===== config.mk =====
export PLATFORM = sky130hd
export DESIGN_NAME = virtual_active_priority_tracker
export DESIGN_NICKNAME = d
export VERILOG_FILES = /design/src/rtl/vapt_pkg.sv /design/src/rtl/virtual_active_priority_tracker.sv
export SDC_FILE = /design/constraint.sdc
export NUM_CORES = 1
export LEC_CHECK = 0
export ABC_AREA = 1
export BUFFER_PORTS_ARGS = -buffer_cell sky130_fd_sc_hd__buf_2
export CORE_MARGIN = 10
export CORE_UTILIZATION = 51
export CTS_CLUSTER_DIAMETER = 30
export DETAILED_ROUTE_END_ITERATION = 10
export PLACE_DENSITY = 0.76
export SYNTH_ARGS = -nofsm -noshare
export SYNTH_HDL_FRONTEND = slang
export SYNTH_SLANG_ARGS = --single-unit

===== constraint.sdc =====
create_clock -name core_clk -period 3.4 [get_ports core_clk]
set_clock_uncertainty 0.1 [all_clocks]
set_input_delay 0.68 -clock core_clk [delete_from_list [all_inputs] [get_ports core_clk]]
set_output_delay 0.68 -clock core_clk [all_outputs]
set_load 0.005 [all_outputs]

===== src/rtl/vapt_pkg.sv =====
// Operation
// (RULE1) two banks, four 32-bit indexed registers
// (RULE2) index 1 only with six or more bits
// (RULE3) index 2 and 3 only with seven bits
// (RULE4) unprovided index access gives undefined instruction
// (RULE5) below five bits, high index-0 bits read zero
// (RULE6) bit set while active without priority drop
// (RULE7) five bits: index 0, bit from priority[7:3]
// (RULE8) six bits: priority[7] index, [6:2] bit
// (RULE9) seven bits: priority[7:6] index, [5:1] bit
// (RULE10) software restores group 0 before group 1
// (RULE11) software never sets same priority in both
// (RULE12) lowest implemented priority bit may be omitted
// (RULE13) all bits clear to zero on reset
// (RULE14) hypervisor access traps when sysreg access off
// (RULE15) encoding op0 3, op1 4, CRn 12, CRm 8/9
// (RULE16) only hypervisor and monitor levels reach registers
package vapt_pkg;

	localparam int unsigned NUM_GROUPS        = 2;
	localparam int unsigned NUM_BANKS         = 4;
	localparam int unsigned REG_W             = 32;
	localparam int unsigned PRIO_W            = 8;
	localparam int unsigned PRIO_BITS_DEFAULT = 5;
	localparam int unsigned FLAT_W            = NUM_GROUPS * NUM_BANKS * REG_W;

	localparam logic [1:0]  OP0_SYSREG = 2'h3;
	localparam logic [2:0]  OP1_HYP    = 3'h4;
	localparam logic [3:0]  CRN_VIF    = 4'hC;
	localparam logic [3:0]  CRM_GRP0   = 4'h8;
	localparam logic [3:0]  CRM_GRP1   = 4'h9;
	localparam logic [31:0] AP_RESET   = 32'h0;

	typedef enum logic [1:0] {
		user_level,
		guest_level,
		hypervisor_level,
		secure_monitor_level
	} exc_level_type;

	typedef struct packed {
		logic          valid;
		logic          write;
		exc_level_type level;
		logic [1:0]    op0;
		logic [2:0]    op1;
		logic [3:0]    crn;
		logic [3:0]    crm;
		logic [2:0]    op2;
		logic [31:0]   wdata;
	} sysreg_req_type;

	typedef struct packed {
		logic        done;
		logic        hit;
		logic        undef;
		logic        trap;
		logic [31:0] rdata;
	} sysreg_resp_type;

	typedef struct packed {
		logic       activate;
		logic       drop;
		logic       group;
		logic [7:0] prio;
	} prio_evt_type;

	function automatic logic [2:0] banks_for(input int unsigned bits);
		if (bits >= 7)
			return 3'h4;
		else if (bits == 6)
			return 3'h2;
		else
			return 3'h1;
	endfunction : banks_for

	function automatic logic [1:0] map_index(input logic [7:0] p,
		input int unsigned bits);
		if (bits >= 7)
			return p[7:6];
		else if (bits == 6)
			return {1'b0, p[7]};
		else
			return 2'h0;
	endfunction : map_index

	function automatic logic [4:0] map_bit(input logic [7:0] p,
		input int unsigned bits);
		if (bits >= 7)
			return p[5:1];
		else if (bits == 6)
			return p[6:2];
		else if (bits == 5)
			return p[7:3];
		else
			return 5'(p[7:4] >> (4 - bits));
	endfunction : map_bit

	// implemented bits of one index; lowest priority bit omitted
	function automatic logic [31:0] impl_mask(input int unsigned idx,
		input int unsigned bits);
		logic [31:0] m;
		m = 32'h0;
		if (idx < 32'(banks_for(bits)))
			m = 32'hFFFF_FFFF;
		if (bits < 5 && idx == 0)
			m = (32'h1 << ((32'h1 << bits) - 1)) - 32'h1;
		else if (idx == 32'(banks_for(bits)) - 1)
			m[31] = 1'b0;
		return m;
	endfunction : impl_mask

endpackage : vapt_pkg


===== src/rtl/virtual_active_priority_tracker.sv =====
`timescale 1ns/100ps
module virtual_active_priority_tracker #(
	parameter int unsigned PRIO_BITS = vapt_pkg::PRIO_BITS_DEFAULT
) (
	input  wire logic                      core_clk,
	input  wire logic                      rst,
	input  wire vapt_pkg::sysreg_req_type  req,
	input  wire logic                      hyp_sysreg_access_enable,
	input  wire vapt_pkg::prio_evt_type    evt,
	output      vapt_pkg::sysreg_resp_type resp
);
	import vapt_pkg::*;

	logic [31:0]     ap_r   [NUM_GROUPS][NUM_BANKS];
	logic [31:0]     ap_nxt [NUM_GROUPS][NUM_BANKS];
	sysreg_resp_type resp_r;
	sysreg_resp_type resp_nxt;

	logic            enc_hit;
	logic            req_grp;
	logic [1:0]      req_idx;
	logic            level_ok;
	logic            trap_c;
	logic            idx_ok;
	logic            do_write;
	logic [1:0]      evt_idx;
	logic [4:0]      evt_bit;
	logic            drop_found;
	logic [6:0]      drop_pos;
	logic [FLAT_W-1:0] ap_flat;
	logic [FLAT_W-1:0] mask_flat;

	// decode of the system-register encoding
	assign enc_hit = req.valid && req.op0 == OP0_SYSREG &&
		req.op1 == OP1_HYP && req.crn == CRN_VIF &&
		(req.crm == CRM_GRP0 || req.crm == CRM_GRP1) &&
		req.op2[2] == 1'b0; // RULE15
	assign req_grp = (req.crm == CRM_GRP1); // RULE15
	assign req_idx = req.op2[1:0]; // RULE15

	// guest and user levels never reach the banks
	assign level_ok = req.level == hypervisor_level ||
		req.level == secure_monitor_level; // RULE16
	assign trap_c = req.level == hypervisor_level &&
		!hyp_sysreg_access_enable; // RULE14
	assign idx_ok = {1'b0, req_idx} < banks_for(PRIO_BITS); // RULE2 RULE3
	assign do_write = enc_hit && req.write && level_ok && !trap_c &&
		idx_ok;

	// priority to index and bit position
	assign evt_idx = map_index(evt.prio, PRIO_BITS); // RULE7 RULE8 RULE9
	assign evt_bit = map_bit(evt.prio, PRIO_BITS); // RULE7 RULE8 RULE9

	// priority drop: highest active priority across both groups
	always_comb begin
		drop_found = 1'b0;
		drop_pos   = 7'h0;
		for (int i = NUM_BANKS * REG_W - 1; i >= 0; i--) begin
			if (ap_r[0][i / REG_W][i % REG_W] ||
				ap_r[1][i / REG_W][i % REG_W]) begin
				drop_found = 1'b1;
				drop_pos   = 7'(i);
			end
		end
	end

	// next state: write, then drop, then activation wins
	always_comb begin
		ap_nxt = ap_r;
		if (do_write)
			ap_nxt[req_grp][req_idx] = req.wdata; // RULE1
		if (evt.drop && drop_found) begin
			ap_nxt[0][drop_pos[6:5]][drop_pos[4:0]] = 1'b0; // RULE6
			ap_nxt[1][drop_pos[6:5]][drop_pos[4:0]] = 1'b0; // RULE6
		end
		if (evt.activate)
			ap_nxt[evt.group][evt_idx][evt_bit] = 1'b1; // RULE6
		for (int g = 0; g < NUM_GROUPS; g++) begin
			for (int b = 0; b < NUM_BANKS; b++) begin
				// unprovided bits read zero, ignore writes
				ap_nxt[g][b] = ap_nxt[g][b] &
					impl_mask(b, PRIO_BITS); // RULE5 RULE12
			end
		end
	end

	always_ff @(posedge core_clk or posedge rst) begin
		if (rst) begin
			for (int g = 0; g < NUM_GROUPS; g++) begin
				for (int b = 0; b < NUM_BANKS; b++) begin
					ap_r[g][b] <= AP_RESET; // RULE13
				end
			end
		end else begin
			ap_r <= ap_nxt;
		end
	end

	// answer: trap before unprovided-index exception
	always_comb begin
		resp_nxt       = '0;
		resp_nxt.done  = req.valid;
		resp_nxt.hit   = enc_hit;
		if (enc_hit) begin
			if (!level_ok)
				resp_nxt.undef = 1'b1; // RULE16
			else if (trap_c)
				resp_nxt.trap = 1'b1; // RULE14
			else if (!idx_ok)
				resp_nxt.undef = 1'b1; // RULE4
			else if (!req.write)
				resp_nxt.rdata = ap_r[req_grp][req_idx]; // RULE1
		end
	end

	always_ff @(posedge core_clk or posedge rst) begin
		if (rst)
			resp_r <= '0;
		else
			resp_r <= resp_nxt;
	end

	assign resp = resp_r;

	// flattened view for checking
	generate
		for (genvar g = 0; g < NUM_GROUPS; g++) begin : g_flat
			for (genvar b = 0; b < NUM_BANKS; b++) begin : g_bank
				assign ap_flat[(g*NUM_BANKS+b)*REG_W +: REG_W] =
					ap_r[g][b];
				assign mask_flat[(g*NUM_BANKS+b)*REG_W +: REG_W] =
					impl_mask(b, PRIO_BITS);
			end
		end
	endgenerate
endmodule : virtual_active_priority_tracker


* Word level (Yosys, flattened, before mapping)
Index checks and enable logic that the tools add are counted.
W data, S select, Z words.
** Storage, ports and cells
- Bits in registers :: 98
- Bits of input ports :: 66
- Output and inout bits :: 36
- Word-level logic and storage cells :: 181
** Cells by class
- Order comparisons :: 13
- Equal/unequal tests :: 7
- Mux-type cells :: 93
- Bitwise gates (word level) :: 9
- Reductions and logical operators :: 52
** Operators with widths (number)
- $mux W255 :: 3
- $mux W128 :: 4
- $bwmux W256 :: 1
- $demux W128 S1 :: 2
- $or A255 B255 Y255 :: 1
- $mux W32 :: 7
- $mux W7 :: 30
- $and A128 B128 Y128 :: 1
- $demux W32 S2 :: 2
- $not A128 Y128 :: 1
- $and A127 B127 Y127 :: 1
- $mux W127 :: 1
- $bmux W32 S2 :: 1
- $mux W1 :: 37
- $mux W34 :: 1
- $logic_or A1 B1 Y1 :: 33
- $mux W33 :: 1
- $logic_and A1 B1 Y1 :: 17
- $eq A4 B4 Y1 const B :: 3
- $lt A5 B6 Y1 const B :: 2
- $demux W1 S5 :: 2
- $ge A5 B1 Y1 const B :: 2
- $eq A2 B2 Y1 const B :: 3
- $ge A3 B3 Y1 const B :: 2
- 9 further kinds :: 16

* Depth between registers and ports, before layout
Gate-level depths: netlist of run 1.
- Depth in word-level cells :: 43
- Mapped depth :: 34
- Depth with buffers taken out :: 34

* Worst setup path after synthesis of run 1
Ideal clock, no wire load.
- Kind :: input to register
- From :: input port req[44] (netlist bit)
- To :: register ap_r (netlist bit ap_flat[130])
- Library setup time :: 124 ps
- Arrival :: 2323 ps
- Data required time :: 3176 ps
- Slack :: 853 ps
- Stages on the path :: 9
- Path buffers :: 2
- Cells stage by stage :: or4_1 nor4_2 inv_1 nor2_1 nand2_1 buf_2 buf_1 o211ai_1 nand2_1
** RTL lines
- start, declared :: RTL line virtual_active_priority_tracker.sv:7 : input wire vapt_pkg::sysreg_req_type req,
- end signal, assigned :: RTL line virtual_active_priority_tracker.sv:95 : ap_r <= ap_nxt;
- end, declared :: RTL line virtual_active_priority_tracker.sv:14 : logic [31:0] ap_r [NUM_GROUPS][NUM_BANKS];

==> metrics.csv, run 1 <==
metric;value;unit
status;finished, final reports clean;
Initial Util;51.7;%
initial antenna violation count;0;
Die ar.;15500;sq um
final hold slack;0.222;ns
largest net degree at the start of global routing;59;
Hold Path Class;in -> async;
Iter 0 DRT Violations;577;
Crit path required time;3.57;ns
post-DR wirelength/cell;15.3;um
Final nets;929;
fmax;341;MHz
Synth Instances;772;
Finished Core Util;59.8;%
setup violators final;0;
most instantiated cells after synthesis;nand2_1 (302), dfrtp_1 (97), inv_1 (90), nor2_1 (79), a21oi_1 (32);
minimum clock period after layout;2.93;ns
CTS root buffer;clkbuf_8;
CTS Buf Count;9;
synth unique cells;30;
nature of the critical path endpoint;flip-flop;
DR vias;5272;
antenna-violating nets left;0;
Yosys reg bits;97;
fin crit share;86.1;%
port bufs;96;
most used cell, CP;nand2_1;
Net Count, Synth;838;
Slew @ Worst Pin;0.765;ns
CP max stage cell;dfrtp_1;
# clock sinks;97;
number of global-route vias before repair;5092;
Clock Latency Late Sink;0.38;ns
overall routing resource usage;19.7;%
layout cells sized above 1;17.2;%
Max Cap Violations;0;
worst slack at placement;0.502;ns
Pre-Repair DR Iteration Count;5;
Final Max Slew Viols;0;
kind of critical path;reg -> reg;
FP Rows;38;
Max VDD drop;0.522;mV
fin area;6420;sq um
syn avg cell area;7.20;sq um
largest stage delay on the critical path;0.42;ns
number of synthesized flops with an enable pin;0;
DP Area;6210;sq um
final setup margin;0.471;ns
TritonCTS clock tree;done;
Worst-path clk slew;0.10;ns
Seq/Total Area, Yosys;43.7;%
overall power;3.90;mW
crit-path max FO;9;
setup bufs post-CTS;0;
ys async rst share;100;%
core box area;10700;sq um
area leader, netlist;dfrtp_1;
count leader, synth;nand2_1;
pwr dens;607;nW/um^2
Clock Tree Buf Depth;2;
most area-consuming cells after synthesis;dfrtp_1 (44%), nand2_1 (20%), inv_1 (6.1%);
Syn. warnings;0;
drt total wl;15400;um
final hold viol count;0;
Worst setup SP type;flip-flop;
Layout area overhead;15.6;%
# IOs;102;
post-DR vias/cell;5.22;
non-filler instance count after layout;1009;
RSZ-0062 raised after global routing;false;
leakage;3.63;nW
Cell Area, Synth;5560;sq um
placed insts;992;
die height;124;um
Slew headroom;48.5;%
dpl hpwl;10900;um
Hold-fix buffers, CTS;0;
die width;124;um
Post-synth top flop;dfrtp_1;
H-tree depth;3;
GPL Wtd Cong;0.901;
Synth top area share;43.7;%
Residual DRC;0;
Fin Setup TNS;0;ns
first-pass GRT wire length;25400;um
total gr overflow;0;
crit path DAT;3.10;ns
-- worst max-delay path, delay by kind of cell (launching register included) --
family           cells  cell delay, ns
AND/OR/NAND/NOR     32            2.27
flip-flops           1            0.42
-- flip-flops by register name, indices dropped and copies added, names as in the netlist --
register / count
ap_flat: 62
resp: 35
-- kinds of logic (layout without fill, tap and decap cells) --
kind of cell           Yosys count  in the layout  share of synthesized area [%]
and+or+nand+nor                451            451                           34.5
other                            1              2                         0.0675
DFF                             97             97                           43.7
AOI/OAI and AO/OA               72             72                           8.03
buffers and inverters          121            217                           8.35
muxes                           30             30                           5.40
-- worst paths after layout --
kind / start / end / slack [ns] / cells past startpoint
min in group core_clk: req[51] / resp[35] / 0.31 / 1
hold reg to reg: ap_flat[5] / resp[5] / 0.45 / 2
setup / recovery: ap_flat[27] / ap_flat[16] / 0.47 / 32
hold / removal: rst / resp[35] / 0.22 / 2
max in group asynchronous: rst / ap_flat[8] / 2.27 / 3
setup reg to reg: ap_flat[27] / ap_flat[16] / 0.47 / 32
-- area by class of cell --
type / instances / area (sq um)
antenna: 1 / 2.50
clock buffer: 10 / 138
clock inverter: 6 / 66.3
fill: 1043 / 4320
inverter: 93 / 352
multi-input combinational: 554 / 2680
sequential: 97 / 2430
tap: 140 / 175
timing repair buffer: 108 / 583
-- cell usage in the layout (no fill, tap or decap), types with 9 or more instances in the layout --
cell type  synthesis  layout
nand2_1          302     300
dfrtp_1           97      97
buf_2              5      96
inv_1             90      89
nor2_1            79      78
a21oi_1           32      32
mux2i_1           30      30
o211ai_1          30      30
nand3_1           22      22
nand4_1           19      19
buf_4              1      11
clkbuf_8           0      10
nor3_1            10       9
-- report_power, final --
part           switching (mW)  internal (mW)
Clock                   0.427          0.363
Sequential              0.148           1.34
Combinational            1.13          0.489
-- metal layers --
| layer | global-route usage (%) | share of wire, % | vias to the layer above |
|---|---|---|---|
| met5 | 0 | 0 | - |
| met1 | 24.9 | 41 | 2419 |
| met4 | 6.51 | 1.7 | 0 |
| met3 | 4.17 | 8.2 | 28 |
| li1 | - | - | 2621 |
| met2 | 32.8 | 49 | 204 |
-- timing repair --
action                     in CTS  in global routing
hold endpoints to repair        0                  0
setup endpoints to repair       0                  3
resized for setup               0                  1
Power figures use the tool's default switching activity.
==> run 2, diff against run 1 <==
--- a/config.mk
+++ b/config.mk
@@ -11,7 +11,8 @@
 export CORE_UTILIZATION = 51
 export CTS_CLUSTER_DIAMETER = 30
 export DETAILED_ROUTE_END_ITERATION = 10
-export PLACE_DENSITY = 0.76
+export PLACE_DENSITY = 0.88
+export REMOVE_ABC_BUFFERS = 1
 export SYNTH_ARGS = -nofsm -noshare
 export SYNTH_HDL_FRONTEND = slang
 export SYNTH_SLANG_ARGS = --single-unit
==> metrics.csv, run 2 (synthesis gave the netlist of run 1 again) <==
metric;value;unit;change
Initial Util;51.7;%;unchanged
GPL Wtd Cong;0.978;;+8.5%
die width;124;um;unchanged
DR vias;5368;;+1.8%
antenna-violating nets left;0;;unchanged
pwr dens;607;nW/um^2;-0.11%
leakage;3.61;nW;-0.40%
leading cell type in the layout, fill and taps excluded;nand2_1;;
kind of critical path;reg -> reg;;
minimum clock period after layout;2.86;ns;-0.0698 ns
Final Max Slew Viols;0;;unchanged
fin crit share;84.1;%;-2.1 points
max FFs per register;62;;unchanged
Multi-input gate area;2680;sq um;about the same
Reg2Reg Depth;32;;unchanged
Clock Tree Buf Depth;2;;unchanged
overall routing resource usage;20.0;%;+0.27 points
Residual DRC;0;;unchanged
post-DR vias/cell;5.33;;+1.9%
Worst setup SP type;flip-flop;;
post-DR wirelength/cell;15.5;um;+1.9%
Crit path required time;3.57;ns;about the same
Buffers & Inverters on Critical Path;0;;unchanged
TritonCTS clock tree;done;;
Clock Latency Late Sink;0.38;ns;about the same
Layout area overhead;15.1;%;
Seq. cell area;2430;sq um;unchanged
layout cells sized above 1;16.6;%;-0.56 points
met1 Usage GRT;24.1;%;-0.75 points
GR Util met3;5.45;%;+1.3 points
Finished Core Util;59.5;%;-0.23 points
CP max stage cell;dfrtp_1;;
met2 Resource Use GR;32.8;%;about the same
RSZ-0062 raised after global routing;false;;
core box area;10700;sq um;unchanged
CP top delay family;simple AND/OR/NAND/NOR gates;;
Die ar.;15500;sq um;unchanged
final hold slack;0.296;ns;+0.0736 ns
dpl hpwl;10800;um;-0.92%
die height;124;um;unchanged
nature of the critical path endpoint;flip-flop;;
Max VDD drop;0.404;mV;-23%
most used cell, CP;nand2_1;;
fmax;350;MHz;+2.4%
CP Depth;32;;unchanged
total gr overflow;0;;unchanged
drt total wl;15700;um;+1.8%
number of global-route vias before repair;5150;;+1.1%
port bufs;96;;unchanged
first-pass GRT wire length;25800;um;+1.5%
initial antenna violation count;4;;+4
GR peak layer;met2;;
Pre-Repair DR Iteration Count;5;;unchanged
# clock sinks;97;;unchanged
largest net degree at the start of global routing;52;;-12%
crit path DAT;3.03;ns;-0.07 ns
CTS resizes;0;;unchanged
CTS root buffer;clkbuf_8;;
Worst-path clk slew;0.09;ns;about the same
Layout fillers;1040;;-0.29%
Hold-fix buffers, CTS;0;;unchanged
setup bufs post-CTS;0;;unchanged
final hold viol count;0;;unchanged
Slew @ Worst Pin;0.693;ns;-0.0722 ns
Final nets;928;;-0.11%
CTS Buf Count;9;;unchanged
Hold Path Class;in -> async;;
commonest non-fill, non-tap cells in the layout;nand2_1 (300), dfrtp_1 (97), buf_2 (96);;
# IOs;102;;unchanged
setup violators final;0;;unchanged
Max Cap Violations;0;;unchanged
FP Rows;38;;unchanged
status;finished, final reports clean;;
Slew headroom;53.4;%;+4.9 points
crit-path max FO;9;;unchanged
largest stage delay on the critical path;0.41;ns;about the same
Iter 0 DRT Violations;466;;-19%
H-tree depth;3;;unchanged
run 2: changes by cell type in the layout (fill, tap and decap cells not counted):
cell	before	now
inv_6	1	0
buf_4	11	10
nor2_2	2	1
clkbuf_1	0	3
nor2_1	78	79
clkinv_4	2	0
run 2: final cells by class:
| type | instances | share of cell area (%) |
|---|---|---|
| repair buffers | 107 | 8.99 |
| well taps | 140 | 2.74 |
| multi-input cells | 554 | 41.8 |
| diodes | 1 | 0.0391 |
| clock buffers | 13 | 2.33 |
| inverters | 93 | 5.49 |
| flip-flops and latches | 97 | 37.9 |
| clock inverters | 3 | 0.626 |
run 2: metal layers:
layer  up-vias  part of all wire, %
met5         -                 0.26
met4         6                  2.6
met1      2448                   40
met2       243                   48
li1       2628                    -
met3        43                  9.3
run 2: path summary, 6_finish.rpt:
path / endpoint / startpoint / slack, ns
min in group core_clk: resp[35] / req[51] / 0.33
worst max-delay path: ap_flat[21] / ap_flat[28] / 0.54
worst min-delay path: ap_flat[14] / rst / 0.30
worst max register to register: ap_flat[21] / ap_flat[28] / 0.54
worst min register to register: resp[12] / ap_flat[12] / 0.45
max in group asynchronous: ap_flat[26] / rst / 2.22
run 2: report_power, final:
group | internal, mW | leakage (nW) | switching [mW]
clock network | 0.359 | 0.0974 | 0.399
registers | 1.34 | 1.19 | 0.141
logic | 0.489 | 2.32 | 1.15
run 2: metrics by stage:
step	setup slack [ns]	total power [mW]	area, sq um	std cells	TNS, ns
floorplan	-1.85	2.66	5440	744	-108.06
global placement	0.574	3.05	6210	991	0
detailed placement	0.516	3.10	6210	991	0
CTS	0.584	3.86	6400	1007	0
global route	0.159	4.13	6400	1007	0
finish	0.541	3.88	6400	1008	0
run 2: worst register-to-register path, delay by kind of cell (launching register included):
family        cells  cell delay (ns)
simple gates     32             2.24
flops             1             0.41
==> run 3, diff against run 2 <==
==> constraint.sdc (replaced) <==
create_clock -name core_clk -period 2.5 [get_ports core_clk]
set_clock_uncertainty 0.1 [all_clocks]
set_input_delay 0.5 -clock core_clk [delete_from_list [all_inputs] [get_ports core_clk]]
set_output_delay 0.5 -clock core_clk [all_outputs]
set_load 0.005 [all_outputs]
==> metrics.csv, run 3 (synthesis gave the netlist of run 1 again) <==
metric;value;unit;change
status;finished with violations;;
failing checks;negative setup slack;;
total gr overflow;0;;unchanged
GR peak layer;met2;;
final hold viol count;0;;unchanged
dpl hpwl;11600;um;+7.4%
leakage;3.81;nW;+5.3%
drt total wl;16300;um;+4.0%
Slew headroom;61.9;%;+8.5 points
core box area;10700;sq um;unchanged
Iter 0 DRT Violations;502;;+7.7%
overall power;6.07;mW;+56%
commonest non-fill, non-tap cells in the layout;nand2_1 (293), dfrtp_1 (97), buf_2 (96);;
Clock Tree Buf Depth;2;;unchanged
layout cells sized above 1;21.9;%;+5.3 points
fmax;353;MHz;+0.79%
fin crit share;113;%;+29 points
CTS root buffer;clkbuf_8;;
number of global-route vias before repair;5327;;+3.4%
kind of critical path;reg -> reg;;
Worst-path clk slew;0.11;ns;+0.02 ns
Residual DRC;0;;unchanged
TritonCTS clock tree;done;;
Hold Path Class;in -> async;;
setup violators final;62;;+62
die width;124;um;unchanged
largest net degree at the start of global routing;42;;-19%
Pre-Repair DR Iteration Count;5;;unchanged
Die ar.;15500;sq um;unchanged
leading cell type in the layout, fill and taps excluded;nand2_1;;
minimum clock period after layout;2.84;ns;-0.0225 ns
GR Util met3;5.28;%;-0.17 points
crit-path max FO;6;;-3
post-DR vias/cell;5.35;;+0.44%
port bufs;96;;unchanged
antenna-violating nets left;0;;unchanged
GPL Wtd Cong;1.01;;+3.1%
Slew @ Worst Pin;0.571;ns;-0.121 ns
Max VDD drop;0.910;mV;+130%
H-tree depth;3;;unchanged
overall routing resource usage;20.4;%;+0.37 points
largest stage delay on the critical path;0.40;ns;about the same
CTS Buf Count;9;;unchanged
Initial Util;51.7;%;unchanged
fin area;6850;sq um;+7.1%
FP Rows;38;;unchanged
post-DR wirelength/cell;15.7;um;+0.84%
# IOs;102;;unchanged
Clock Latency Late Sink;0.40;ns;+0.02 ns
Layout area overhead;23.3;%;
nature of the critical path endpoint;flip-flop;;
max FFs per register;62;;unchanged
Worst setup SP type;flip-flop;;
# clock sinks;97;;unchanged
final setup margin;-0.337;ns;-0.877 ns
Hold-fix buffers, CTS;0;;unchanged
RSZ-0062 raised after global routing;true;;
first-pass GRT wire length;25900;um;+0.54%
initial antenna violation count;2;;-2
DP Area;6470;sq um;+4.3%
met1 Usage GRT;23.8;%;-0.36 points
DR vias;5563;;+3.6%
Final Max Slew Viols;0;;unchanged
final hold slack;0.0378;ns;-0.258 ns
Max Cap Violations;0;;unchanged
crit path DAT;3.01;ns;-0.02 ns
CP max stage cell;dfrtp_1;;
Crit path required time;2.68;ns;-0.89 ns
Final nets;960;;+3.4%
die height;124;um;unchanged
pwr dens;886;nW/um^2;+46%
met2 Resource Use GR;34.6;%;+1.7 points
crit-path cells;inv_2, buf_4, buf_4, nand3_1, o21bai_1, a31oi_1, o21bai_1, a31oi_1, o21bai_1, a31oi_1, o21ai_1, nand3_1, inv_2, buf_6, nand4_1, o211ai_1, nand2_1;;
==> run 3: layout make-up <==
type                       instances  area [sq um]
tap                              140           175
sequential                        97          2430
antenna                            1          2.50
clock inverter                     5          38.8
clock buffer                      11           151
inverter                          93           352
timing repair buffer             138           878
multi-input combinational        555          2830
fill                             930          3890
==> run 3: worst max-delay path: cells and delay by family, from the launching register on <==
kind / cells / cell delay (ns)
flops: 1 / 0.40
compound gates: 8 / 1.25
buf+inv: 5 / 0.50
simple gates: 4 / 0.47
==> run 3: stage by stage <==
step	setup TNS (ns)	utilization, %	setup slack [ns]	cells
2_1_floorplan	-236.49	-	-2.57	744
3_3_place_gp	-5.53	60.2	-0.122	1018
3_5_place_dp	-8.78	60.2	-0.188	1018
4_1_cts	-12.31	63.2	-0.240	1037
5_1_grt	-29.73	63.8	-0.539	1040
6_report	-16.12	63.8	-0.337	1040
==> run 3: layer usage <==
metal,share of wire [%],up-vias,routed length [um]
met5,0.080,-,13
met4,2.7,2,443
met3,8.9,46,1450
met2,49,245,7970
met1,39,2583,6430
li1,-,2687,-
==> run 3: path summary, 6_finish.rpt <==
path | start | to | slack [ns] | cells after the start
worst max-delay path | ap_flat[157] | ap_flat[27] | -0.34 | 17
worst min-delay path | rst | resp[18] | 0.04 | 2
worst max register to register | ap_flat[157] | ap_flat[27] | -0.34 | 17
worst min register to register | ap_flat[29] | resp[29] | 0.45 | 2
max in group asynchronous | rst | resp[2] | 1.63 | 3
min in group core_clk | req[51] | resp[35] | 0.13 | 1
==> run 3: what timing repair did <==
action,4_1_cts,5_1_grt
pin swaps,15,26
hold endpoints to repair,0,0
gates cloned,1,1
endpoints found under the setup margin,62,62
gates resized for setup,21,10
setup buffers,2,1
==> run 3: report_power, final <==
part | total (mW) | internal [mW] | switching (mW)
registers | 2.01 | 1.82 | 0.189
logic | 3.05 | 1.08 | 1.97
clock network | 1.01 | 0.421 | 0.589
total | 6.07 | 3.32 | 2.75
